### src/route_sense_pkg.sv
// Purpose: shared constants and types for input routing and sense control
// Assumes: 8-bit register port, one clock
// Notes: threshold codes map to 75 mV plus 150 mV per step
package route_sense_pkg;

	localparam int ADDR_W = 8;
	localparam int DATA_W = 8;
	localparam int NUM_AIN = 6;

	localparam logic [7:0] OFF_ROUTE = 8'h00;
	localparam logic [7:0] OFF_SENSE_A = 8'h5d;
	localparam logic [7:0] OFF_SENSE_B = 8'h5e;
	localparam logic [7:0] OFF_IRQ_STATUS = 8'h60;
	localparam logic [7:0] OFF_IRQ_MASK = 8'h61;
	localparam logic [7:0] OFF_SENSE_RAW = 8'h62;

	localparam int SEL_MSB = 4;
	localparam int PWRDN_BIT = 6;
	localparam int THR_MSB = 4;
	localparam int THR_LSB = 2;

	localparam logic [4:0] SEL_RESET = 5'h00;
	localparam logic PWRDN_RESET = 1'b1;
	localparam logic [2:0] THR_RESET = 3'h3;
	localparam logic [1:0] MASK_RESET = 2'h0;

	localparam int THR_BASE_MV = 75;
	localparam int THR_STEP_MV = 150;

	typedef enum logic [2:0]
	{
		FMT_NONE = 3'h0,
		FMT_CVBS = 3'h1,
		FMT_YC = 3'h3,
		FMT_YPRPB = 3'h2,
		FMT_DIFF = 3'h6
	} video_format_t;

	typedef struct packed
	{
		video_format_t fmt;
		logic [NUM_AIN-1:0] ain_used;
		logic [2:0] luma_ain;
	} route_t;

	typedef struct packed
	{
		logic [4:0] sel;
		logic pwrdn_a;
		logic [2:0] thr_a;
		logic pwrdn_b;
		logic [2:0] thr_b;
		logic [1:0] irq_status;
		logic [1:0] irq_mask;
		logic [1:0] trip_prev;
		logic [DATA_W-1:0] rdata;
		route_t route;
		logic [NUM_AIN-1:0] ain_pwrdn;
		logic irq_n;
	} state_t;

endpackage

### src/input_route_and_battery_short_sense_ctrl.sv
// Purpose: input format routing and short-to-battery sense control
// Assumes: comparator trip inputs are synchronous to clk_sys
// Notes: interrupt pin is active low, level, from a flip-flop
`timescale 1ns/1ns
`default_nettype none

////////////////////////////////////////////////////////////////////////////////
// Behaviour
// - Five-bit input format selector in bits 4..0 at offset zero.
// - Selector also sets core format: composite, differential, luma/chroma, component.
// - Codes 0..3, 6, 7 route composite from inputs 1..4, 5, 6.
// - Codes 8, 9, 11 route luma/chroma on input pairs 1-2, 3-4, 5-6.
// - Code 12 routes component on inputs 1, 2 and 3.
// - Codes 14, 15, 17 route differential composite on pairs 1-2, 3-4, 5-6.
// - Composite mode powers down every unused analog input.
// - Sense pin above its threshold registers a short-to-battery event.
// - Event raises the active-low interrupt request pin.
// - Readable status shows which sense pin tripped.
// - Diagnostics are disabled after reset until software enables them.
// - Offset 0x5d bit 6 powers down sense pin A comparator; resets to 1.
// - Offset 0x5d bits 4..2 pick pin A threshold; reset code 3.
// - Offset 0x5e bit 6 powers down sense pin B comparator; resets to 1.
// - Offset 0x5e bits 4..2 pick pin B threshold; reset code 3.
module input_route_and_battery_short_sense_ctrl
	import route_sense_pkg::*;
(
	// Clock and reset
	input wire logic clk_sys,
	input wire logic rst_n,
	// Register port
	input wire logic [ADDR_W-1:0] reg_addr,
	input wire logic [DATA_W-1:0] reg_wdata,
	input wire logic reg_wr,
	input wire logic reg_rd,
	output logic [DATA_W-1:0] reg_rdata,
	// Comparator outputs, high while a pin is above its threshold
	input wire logic [1:0] sense_trip,
	// Analog front end control
	output logic [NUM_AIN-1:0] ain_pwrdn,
	output logic [2:0] video_format,
	output logic [2:0] luma_ain,
	output logic sense_a_comparator_powerdown,
	output logic [2:0] sense_a_threshold,
	output logic sense_b_comparator_powerdown,
	output logic [2:0] sense_b_threshold,
	// Interrupt
	output logic interrupt_request_pin_n
);

	state_t st_r;
	state_t st_nxt;

	// Decodes a selector code into format and used inputs
	function automatic route_t decode_route(input logic [4:0] sel);
		route_t r;
		r.fmt = FMT_NONE;
		r.ain_used = 6'h00;
		r.luma_ain = 3'h0;
		unique case (sel)
			5'h00, 5'h01, 5'h02, 5'h03:
			begin
				r.fmt = FMT_CVBS;
				r.ain_used = 6'h01 << sel[1:0];
				r.luma_ain = 3'(sel[1:0]) + 3'h1;
			end
			5'h06, 5'h07:
			begin
				r.fmt = FMT_CVBS;
				r.ain_used = (sel[0]) ? 6'h20 : 6'h10;
				r.luma_ain = (sel[0]) ? 3'h6 : 3'h5;
			end
			5'h08, 5'h09:
			begin
				r.fmt = FMT_YC;
				r.ain_used = (sel[0]) ? 6'h0c : 6'h03;
				r.luma_ain = (sel[0]) ? 3'h3 : 3'h1;
			end
			5'h0b:
			begin
				// Code 11 skips a step: luma on input 5, chroma on 6
				r.fmt = FMT_YC;
				r.ain_used = 6'h30;
				r.luma_ain = 3'h5;
			end
			5'h0c:
			begin
				r.fmt = FMT_YPRPB;
				r.ain_used = 6'h07;
				r.luma_ain = 3'h1;
			end
			5'h0e, 5'h0f:
			begin
				r.fmt = FMT_DIFF;
				r.ain_used = (sel[0]) ? 6'h0c : 6'h03;
				r.luma_ain = (sel[0]) ? 3'h3 : 3'h1;
			end
			5'h11:
			begin
				r.fmt = FMT_DIFF;
				r.ain_used = 6'h30;
				r.luma_ain = 3'h5;
			end
			default:
			begin
				// Reserved codes leave every input unrouted
				r.fmt = FMT_NONE;
			end
		endcase
		return r;
	endfunction

	function automatic logic hit(input logic [ADDR_W-1:0] a,
		input logic [ADDR_W-1:0] off);
		return a == off;
	endfunction

	////////////////////////////////////////////////////////////////////////
	always_comb
	begin
		logic [1:0] trip_live;
		logic [1:0] rise;
		logic [1:0] clr;
		trip_live = 2'h0;
		rise = 2'h0;
		clr = 2'h0;
		st_nxt = st_r;

		// Register writes
		if (reg_wr)
		begin
			if (hit(reg_addr, OFF_ROUTE))
				st_nxt.sel = reg_wdata[SEL_MSB:0];
			if (hit(reg_addr, OFF_SENSE_A))
			begin
				st_nxt.pwrdn_a = reg_wdata[PWRDN_BIT];
				st_nxt.thr_a = reg_wdata[THR_MSB:THR_LSB];
			end
			if (hit(reg_addr, OFF_SENSE_B))
			begin
				st_nxt.pwrdn_b = reg_wdata[PWRDN_BIT];
				st_nxt.thr_b = reg_wdata[THR_MSB:THR_LSB];
			end
			if (hit(reg_addr, OFF_IRQ_MASK))
				st_nxt.irq_mask = reg_wdata[1:0];
			if (hit(reg_addr, OFF_IRQ_STATUS))
				clr = reg_wdata[1:0];
		end

		// Powered-down comparators report nothing
		trip_live[0] = sense_trip[0] & ~st_r.pwrdn_a;
		trip_live[1] = sense_trip[1] & ~st_r.pwrdn_b;
		rise = trip_live & ~st_r.trip_prev;
		st_nxt.trip_prev = trip_live;
		// Set wins over a same-cycle clear
		st_nxt.irq_status = (st_r.irq_status & ~clr) | rise;

		// Register reads, data valid the next cycle
		st_nxt.rdata = '0;
		if (reg_rd)
		begin
			if (hit(reg_addr, OFF_ROUTE))
				st_nxt.rdata = DATA_W'(st_r.sel);
			else if (hit(reg_addr, OFF_SENSE_A))
			begin
				st_nxt.rdata[PWRDN_BIT] = st_r.pwrdn_a;
				st_nxt.rdata[THR_MSB:THR_LSB] = st_r.thr_a;
			end
			else if (hit(reg_addr, OFF_SENSE_B))
			begin
				st_nxt.rdata[PWRDN_BIT] = st_r.pwrdn_b;
				st_nxt.rdata[THR_MSB:THR_LSB] = st_r.thr_b;
			end
			else if (hit(reg_addr, OFF_IRQ_STATUS))
				st_nxt.rdata = DATA_W'(st_r.irq_status);
			else if (hit(reg_addr, OFF_IRQ_MASK))
				st_nxt.rdata = DATA_W'(st_r.irq_mask);
			else if (hit(reg_addr, OFF_SENSE_RAW))
				st_nxt.rdata = DATA_W'(st_r.trip_prev);
		end

		// Routing and power-down of unused inputs
		st_nxt.route = decode_route(st_nxt.sel);
		st_nxt.ain_pwrdn = ~st_nxt.route.ain_used;

		// Active-low level interrupt
		st_nxt.irq_n = ~|(st_nxt.irq_status & st_nxt.irq_mask);
	end

	////////////////////////////////////////////////////////////////////////
	always_ff @(posedge clk_sys)
	begin
		if (!rst_n)
		begin
			st_r <= '0;
			st_r.sel <= SEL_RESET;
			st_r.pwrdn_a <= PWRDN_RESET;
			st_r.thr_a <= THR_RESET;
			st_r.pwrdn_b <= PWRDN_RESET;
			st_r.thr_b <= THR_RESET;
			st_r.irq_mask <= MASK_RESET;
			st_r.route <= '{fmt: FMT_CVBS, ain_used: 6'h01, luma_ain: 3'h1};
			st_r.ain_pwrdn <= 6'h3e;
			st_r.irq_n <= 1'b1;
		end
		else
			st_r <= st_nxt;
	end

	////////////////////////////////////////////////////////////////////////
	assign reg_rdata = st_r.rdata;
	assign ain_pwrdn = st_r.ain_pwrdn;
	assign video_format = st_r.route.fmt;
	assign luma_ain = st_r.route.luma_ain;
	assign sense_a_comparator_powerdown = st_r.pwrdn_a;
	assign sense_a_threshold = st_r.thr_a;
	assign sense_b_comparator_powerdown = st_r.pwrdn_b;
	assign sense_b_threshold = st_r.thr_b;
	assign interrupt_request_pin_n = st_r.irq_n;

endmodule

`default_nettype wire

### config.mk
export PLATFORM = sky130hd
export DESIGN_NAME = input_route_and_battery_short_sense_ctrl
export DESIGN_NICKNAME = d
export VERILOG_FILES = /design/src/route_sense_pkg.sv /design/src/input_route_and_battery_short_sense_ctrl.sv
export SDC_FILE = /design/constraint.sdc
export NUM_CORES = 1
export LEC_CHECK = 0
export BUFFER_PORTS_ARGS = -buffer_cell sky130_fd_sc_hd__buf_2
export CAP_MARGIN = 10
export CORE_MARGIN = 10
export CORE_UTILIZATION = 58
export DETAILED_ROUTE_END_ITERATION = 7
export GPL_TIMING_DRIVEN = 0
export PLACE_DENSITY_LB_ADDON = 0.25
export REMOVE_ABC_BUFFERS = 1
export SLEW_MARGIN = 20
export SYNTH_ARGS = -nofsm -noshare
export SYNTH_HDL_FRONTEND = slang
export SYNTH_SLANG_ARGS = --single-unit
### constraint.sdc
create_clock -name clk_sys -period 3.6 [get_ports clk_sys]
set_input_delay 0.18 -clock clk_sys [delete_from_list [all_inputs] [get_ports clk_sys]]
set_output_delay 0.18 -clock clk_sys [all_outputs]
set_load 0.005 [all_outputs]
# Yosys cells after proc, flatten, opt, wreduce, memory -nomap -nowiden
# Cells that the tools add are included.
dict set report op_classes {
  n_addsub 1
  n_mul 0
  div_mod_pow 0
  order_cmp 0
  n_eq_ne 17
  shifts 1
  muxes 24
  n_bitwise 13
  n_reduce_logical 16
}
# op count
set op_table {}
lappend op_table {{case mux 9 bit (5 select lines)} 1}
lappend op_table {{== test 8 x 7 -> 1 bit, second input constant} 5}
lappend op_table {{== test 5 x 4 -> 1 bit, second input constant} 6}
lappend op_table {{2-to-1 mux 2 bit} 9}
lappend op_table {{2-to-1 mux 8 bit} 2}
lappend op_table {{2-to-1 mux 13 bit} 1}
lappend op_table {{2-to-1 mux 4 bit} 3}
lappend op_table {{case mux 3 bit (4 select lines)} 1}
lappend op_table {{== test 5 x 2 -> 1 bit, second input constant} 2}
lappend op_table {{== test 5 x 3 -> 1 bit, second input constant} 2}
lappend op_table {{2-to-1 mux 5 bit} 2}
lappend op_table {{OR reduction 3 bit} 3}
lappend op_table {{zero test 8 bit} 1}
lappend op_table {{OR reduction 4 bit} 2}
lappend op_table {{OR reduction 7 bit} 1}
lappend op_table {{bitwise AND 2 bit} 3}
lappend op_table {{2-to-1 mux 3 bit} 2}
lappend op_table {{2-to-1 mux 6 bit} 1}
lappend op_table {{inverter 6 bit} 1}
lappend op_table {{AND reduction 2 bit} 3}
lappend op_table {{OR reduction 2 bit} 3}
lappend op_table {{OR reduction 6 bit} 1}
lappend op_table {{left shift 1 x 2 -> 6 bit, first input constant} 1}
lappend op_table {{== test 5 x 1 -> 1 bit, second input constant} 1}
lappend op_table {{9 further kinds} 15}
dict set report word_totals {
  regBits 40
  latch_bits 0
  mem_bits_rw 0
  rom_bits 0
  elab_cells 87
  mem_count 0
}

# Longest topological paths before layout
# Gate-level depths: netlist of run 1.
dict set report logic_depth {
  depth_word 9
  ltp_mapped 9
}

# Worst setup path after synthesis of run 1
# Ideal clock, no wire load.
dict set report synth_path {
  path_type {input port to flip-flop}
  from {in reg_addr[0]}
  to {reg st_r (netlist bit luma_ain[1])}
  setup_time_ns 0.135
  arrival_ns 1.801
  setup_slack_ns 1.664
  stages 7
  cell_sequence {buf_6 -> or4_4 -> or3_1 -> buf_6 -> mux2i_4 -> a311oi_1 -> a2111oi_2}
}
dict set report synth_via {
  elab_chain_cells 6
  elab_cells_between_ends 24
}
# item line
set synth_rtl {}
lappend synth_rtl {{from (decl)} input_route_and_battery_short_sense_ctrl.sv:31} ;# input wire logic [ADDR_W-1:0] reg_addr,
lappend synth_rtl {{zero test 8 bit (*)} input_route_and_battery_short_sense_ctrl.sv:114} ;# return a == off;
lappend synth_rtl {{2-to-1 mux 5 bit (*)} input_route_and_battery_short_sense_ctrl.sv:131} ;# if (hit(reg_addr, OFF_ROUTE))
lappend synth_rtl {{2-to-1 mux 13 bit (*)} input_route_and_battery_short_sense_ctrl.sv:129} ;# if (reg_wr)
lappend synth_rtl {{== test 5 x 4 -> 1 bit, or another cell as far along} input_route_and_battery_short_sense_ctrl.sv:59} ;# unique case (sel)
lappend synth_rtl {{OR reduction 4 bit (no source line), or another cell as far along} --}
lappend synth_rtl {{case mux 9 bit (5 select lines) (*)} input_route_and_battery_short_sense_ctrl.sv:59}
lappend synth_rtl {{to (signal assigned)} input_route_and_battery_short_sense_ctrl.sv:206} ;# st_r <= st_nxt;
lappend synth_rtl {{to (decl)} input_route_and_battery_short_sense_ctrl.sv:50} ;# state_t st_r;
# Mark *: on every way between the ends. The rest lies on a longest branch, timed or not.
# A chain may end at the register's enable or synchronous reset.

# Worst setup path in the final report of run 1
dict set report layout_path {
  from {in reg_addr[3]}
  to {reg ain_pwrdn[5] (netlist name)}
}
dict set report layout_via {
  elab_chain_cells 7
  elab_cells_between_ends 24
}
# item line
set layout_rtl {}
lappend layout_rtl {{zero test 8 bit (*)} input_route_and_battery_short_sense_ctrl.sv:114}
lappend layout_rtl {{2-to-1 mux 5 bit (*)} input_route_and_battery_short_sense_ctrl.sv:131}
lappend layout_rtl {{2-to-1 mux 13 bit (*)} input_route_and_battery_short_sense_ctrl.sv:129}
lappend layout_rtl {{== test 5 x 4 -> 1 bit, or another cell as far along} input_route_and_battery_short_sense_ctrl.sv:59}
lappend layout_rtl {{OR reduction 4 bit (no source line), or another cell as far along} --}
lappend layout_rtl {{case mux 9 bit (5 select lines) (*)} input_route_and_battery_short_sense_ctrl.sv:59}
lappend layout_rtl {{inverter 6 bit (*)} input_route_and_battery_short_sense_ctrl.sv:183} ;# st_nxt.ain_pwrdn = ~st_nxt.route.ain_used;
# Marks and branches as above.

==> results.toml, run 1 <==
[run_status]
status = "finished, final reports clean"

[pwr]
seqPwrFrac_pct = 55.6
peakVddDrop_uv = 171
internal-power_w = 0.000573
p_switching_w = 0.000184
swShare_pct = 24.4
pwr_density_cell_nw_per_um2 = 321
clockPowerShare_pct = 36.1
power.leakage_nw = 0.988
power.total_w = 0.000757
pwr-share-comb_pct = 8.2

[detailed_routing]
firstDrtPassIters = 4
vias = 1956
ant_nets = 0
wl_per_cell_um = 16.5
drc_errors = 0
via_per_inst = 5.87
drt_iter0_markers = 280
wl_um = 5480

[setup_path]
required_ps = 3770
crit_fanout = 37
path_delay_family = "simple AND/OR/NAND/NOR gates"
critPathMaxStageDelay_ps = 790
worstPathArrival_ps = 2500
slowest_stage = "or3_2"
critical_path_class = "input port to register"
path_cells = "buf_2 -> or4_1 -> or3_2 -> mux2i_2 -> o211a_1 -> o21ai_0"
worst_setup_path_end_kind = "register"
worst_setup_path_start_kind = "input port"
cp.depth = 6
path_buf_inv = 1
r2r_cells = 5

[yosys]
synth_cell_types = 54
avgSynthCellArea_sq_um = 8.24
ys_seq_area_share_pct = 33.4
yosys_warnings = 0
synth_area_leaders = "dfxtp_1 (33%), buf_4 (8.6%), mux2i_1 (7.9%), nor2_1 (5.0%), o21ai_0 (3.7%)"
yosys.area.top_type = "dfxtp_1"
synth_edf_count = 0
synth_top_flop_cell = "dfxtp_1"
async_flop_share_pct = 0
synth-seq-cells = 38
synth_top_area_share_pct = 33.4
syn_inst = 276
netlist_area_sq_um = 2270

[placed_design]
gp_congestion = 0.913
io_buffer_count = 46
dp.cells = 326
placed_area_sq_um = 2280
place_hpwl_um = 4090

[layout]
final_nets = 307
layout-drive-gt1-share_pct = 21.8
fin_area_sq_um = 2350
finalNonFillerCells = 333
area_delta_synth_final_pct = 3.52
num_antenna_cells = 0
layout_commonest_cell = "buf_2"
final_cell_mix = "buf_2 (46), dfxtp_1 (38), nor2_1 (30)"

[global_route]
antenna_found_initial = 0
grtUsageTotal_pct = 16.5
grt_pass1_wl_um = 8910
overflow = 0
grt_pass1_vias = 1855
grt_max_degree = 38

[cts]
cts_tree = "built"
postCtsHoldBufs = 0
cts_made_buffers = 5
clk_pin_slew_ps = 70
insertion_delay_ps = 300
clkSinkCount = 38
cts_setup_buffers = 0
cts_resized = 0
cts_buffer_depth = 2
root_buffer = "clkbuf_8"
cts-htree-levels = 2

[sta]
hold_viol = 0
timing.hold.ws_ps = 113
fin_tns_setup_ps = 0
max_freq_mhz = 428
fin_skew_ps = 6.37
layout_worst_path_cycle_share_pct = 64.8
finalCriticalPeriod_ps = 2330
tightest_slew_ps = 739
finalMaxSlewViolations = 0
rsz0062_at_grt = "no"
setup_viol = 0
maxSlewHeadroom_pct = 50.7

[hold_path]
min_path_type = "input port to register"
min_path_cells = 3

[floorplan]
core.rowCount = 22
initial_utilization_pct = 61.2
die-area_sq_um = 6830
die_h_um = 82.6
ios = 51
die_x_um = 82.6
core_sq_um = 3720

[run]
drv_cap = 0
[registers in the layout, indices dropped and copies added (netlist names)]
register                      flops
sense_a_threshold                 3
luma_ain                          3
sense_a_comparator_powerdown      1
sense_b_threshold                 3
ain_pwrdn                         6
video_format                      3
reg_rdata                         6
sense_b_comparator_powerdown      1
interrupt_request_pin_n           1
st_r                             11
[per-layer routing]
metal,track usage (%),vias up,wire [um]
met3,4.21,14,492
met4,6.52,0,121
met5,0,-,0
met2,24.7,70,2430
li1,-,968,-
met1,22.2,904,2430
[final cells by class]
cell class / instances / area, sq um
Multi-Input combinational cell: 184 / 1190
Clock inverter: 2 / 10.0
Fill cell: 354 / 1360
Inverter: 10 / 37.5
Timing Repair Buffer: 46 / 230
Sequential cell: 38 / 761
Tap cell: 48 / 60.1
Clock buffer: 5 / 68.8
[final timing paths]
kind	startpoint	end	slack, ps
min	reg_wdata[6]	sense_b_comparator_powerdown	110
max	reg_addr[3]	ain_pwrdn[5]	1270
max reg2reg	st_r[43]	luma_ain[0]	1820
min reg2reg	sense_b_comparator_powerdown	st_r[28]	470
[tightest hold or removal path: cells and delay by family]
kind | cells | cell delay, ps
buffers and inverters | 1 | 90
multiplexers | 1 | 60
AND/OR/NAND/NOR | 1 | 60
[synth_stat cells (all sizes together) (2+ instances only)]
| master | number |
|---|---|
| a31oi | 3 |
| nor3b | 5 |
| a22o | 3 |
| nand3b | 3 |
| nor4 | 3 |
| nor2b | 7 |
| o2111ai | 2 |
| o21ai | 17 |
| dfxtp | 38 |
| nor2 | 30 |
| nand2b | 9 |
| a211oi | 3 |
| or3 | 2 |
| mux2i | 21 |
| nand2 | 21 |
| o211ai | 6 |
| clkbuf | 12 |
| o311ai | 2 |
| a21oi | 9 |
| nor3 | 4 |
| or4 | 2 |
| a22oi | 6 |
| buf | 33 |
| inv | 9 |
| nand3 | 3 |
[power groups by stage]
stage                     Combinational [W]  Sequential, W  Clock [W]
final                             0.0000624       0.000421   0.000274
after global placement            0.0000603       0.000431          0
after CTS                         0.0000613       0.000421   0.000278
after global routing              0.0000689       0.000421   0.000297
after detailed placement          0.0000612       0.000431          0
after floorplan                   0.0000284       0.000431          0
[logic make-up after synthesis]
| group | count (synthesis) | synth area share, % |
|---|---|---|
| buffers and inverters | 55 | 14.6 |
| and+or+nand+nor | 95 | 21.4 |
| AOI/OAI and AO/OA | 64 | 19.4 |
| DFF | 38 | 33.4 |
| xor gates and xnor gates | 1 | 0.385 |
| other | 1 | 0.165 |
| muxes | 22 | 10.6 |
[stage by stage]
step | worst slack [ps] | utilization [%]
after CTS | 1280 | 63.4
after floorplan | 1170 | -
final | 1270 | 63.4
after global placement | 804 | 61.2
after global routing | 1180 | 63.4
after detailed placement | 987 | 61.2
Note: power is estimated with default switching activity, not from simulation.
==> inputs of run 2 (changes only) <==
--- a/config.mk
+++ b/config.mk
@@ -8,7 +8,7 @@
 export BUFFER_PORTS_ARGS = -buffer_cell sky130_fd_sc_hd__buf_2
 export CAP_MARGIN = 10
 export CORE_MARGIN = 10
-export CORE_UTILIZATION = 58
+export CORE_UTILIZATION = 54
 export DETAILED_ROUTE_END_ITERATION = 7
 export GPL_TIMING_DRIVEN = 0
 export PLACE_DENSITY_LB_ADDON = 0.25
==> constraint.sdc (replaced) <==
create_clock -name clk_sys -period 2.23 [get_ports clk_sys]
set_input_delay 0.1115 -clock clk_sys [delete_from_list [all_inputs] [get_ports clk_sys]]
set_output_delay 0.1115 -clock clk_sys [all_outputs]
set_load 0.005 [all_outputs]
==> run 2 against run 1 <==
Against the previous run: flip-flop and latch count unchanged; sequential share of layout area decreased by 0.26 points; register-to-register slack got worse by 1400 ps; count of clock-buffer cells in the layout increased by 2; critical path type unchanged; largest power group unchanged; power increased by 67%; clock skew increased by 0.75 ps; non-clock buffer count unchanged; first-iteration DRC count decreased by 33%; highest routed layer unchanged; utilization decreased by 4.5 points; sequential power increased by 62%; via count decreased by 2.3%.
==> results.toml, run 2 (synthesis gave the netlist of run 1 again) <==
[sta]
rsz0062_at_grt = "no"
maxSlewHeadroom_pct = 61.2
hold_viol = 0
finalCriticalPeriod_ps = 1950
tightest_slew_ps = 582
fin_skew_ps = 7.12
fin_tns_setup_ps = 0
setup_viol = 0
layout_worst_path_cycle_share_pct = 87.5
max_freq_mhz = 512
setup_slack_ps = 278
finalMaxSlewViolations = 0

[setup_path]
r2r-start = "st_r[43]"
worst_setup_path_start_kind = "input port"
startpoint = "reg_addr[3]"
crit_fanout = 37
required_ps = 2400
critical_path_class = "input port to register"
worst_setup_path_end_kind = "register"
worstPathArrival_ps = 2120

[global_route]
grt_pass1_wl_um = 9290
grt_max_degree = 38
grtUsageTotal_pct = 15.3
antenna_found_initial = 0
overflow = 0
grt_pass1_vias = 1922

[detailed_routing]
wl_met3_um = 466
via_per_inst = 5.69
wl_um = 5520
dr_wl_met2_um = 2590
firstDrtPassIters = 4
ant_nets = 0
routed.top_layer = "met4"
vias = 1911
wl_per_cell_um = 16.4
drc_errors = 0
drt-met1-wl_um = 2390
drt_iter0_markers = 188

[floorplan]
die_h_um = 84.9
initial_utilization_pct = 56.5
die_x_um = 84.9
die-area_sq_um = 7210
core.rowCount = 23
core_sq_um = 4030
ios = 51

[layout]
final_nets = 307
layout_commonest_cell = "buf_2"
n_fill_cell = 393
largest_reg_flops = 11
layout-drive-gt1-share_pct = 21.7
fin_util_pct = 58.9
max_flop_register = "st_r"
multi_input_area_sq_um = 1190
ff_latch_area_sq_um = 761
finalNonFillerCells = 336
num_antenna_cells = 0
final_cell_mix = "buf_2 (46), dfxtp_1 (38), nor2_1 (30)"
area_delta_synth_final_pct = 4.35

[cts]
postCtsHoldBufs = 0
cts_made_buffers = 5
cts_tree = "built"
clk_pin_slew_ps = 70
root_buffer = "clkbuf_8"
insertion_delay_ps = 300
cts-htree-levels = 2
cts_setup_buffers = 0
clkSinkCount = 38
cts_resized = 0
cts_buffer_depth = 2

[pwr]
clockPowerShare_pct = 38.3
power.leakage_nw = 0.993
swShare_pct = 23.9
p_switching_w = 0.000302
seqPwrFrac_pct = 53.7
pwr-share-comb_pct = 8.0
pwr_density_cell_nw_per_um2 = 533
power.total_w = 0.00127
peakVddDrop_uv = 365
internal-power_w = 0.000964

[hold_path]
hold_path_startpoint = "reg_wdata[6]"
min_path_type = "input port to register"

[placed_design]
dp.cells = 328
place_ws_ps = -271
io_buffer_count = 46
gp_congestion = 0.894
place_hpwl_um = 4040

[run]
drv_cap = 0

[run_status]
status = "finished, final reports clean"
## run 2: path summary, 6_finish.rpt
check                                       to  slack, ps  cells past startpoint
setup / recovery                  ain_pwrdn[5]        280                      6
hold / removal    sense_b_comparator_powerdown         40                      3
setup reg to reg                   luma_ain[0]        390                      5
hold reg to reg                       st_r[28]        480                      1
## run 2: final cells by class
cell class,count,share of cell area (%)
clock inverters,1,0.211
repair buffers,46,9.70
inverters,10,1.58
well taps,50,2.64
clock buffers,7,3.64
multi-input cells,184,50.2
flip-flops and latches,38,32.1
## run 2: power groups by stage
stage          Combinational, W  Clock, W  Sequential [W]
2_1_floorplan         0.0000458         0        0.000695
3_3_place_gp          0.0000987         0        0.000695
3_5_place_dp           0.000100         0        0.000695
4_1_cts                0.000100  0.000498        0.000679
5_1_grt                0.000113  0.000520        0.000679
6_report               0.000102  0.000485        0.000680
## run 2: worst max-delay path, cell delays in order
cell and delay [ps]:
buf_2 110, or4_1 600, or3_4 560, mux2i_2 420
o211a_1 230, o21ai_0 90
## run 2: metrics by stage
step	cell area [sq um]	hold slack, ps
4_1_cts	2370	39.6
2_1_floorplan	1980	173
5_1_grt	2370	65.3
6_report	2370	42.5
3_3_place_gp	2280	343
3_5_place_dp	2280	352
## run 2: per-layer routing
layer,GRT usage (%),vias to the layer above
met3,5.16,6
met4,5.84,0
met5,0,-
met1,18.5,864
met2,24.6,79
li1,-,962
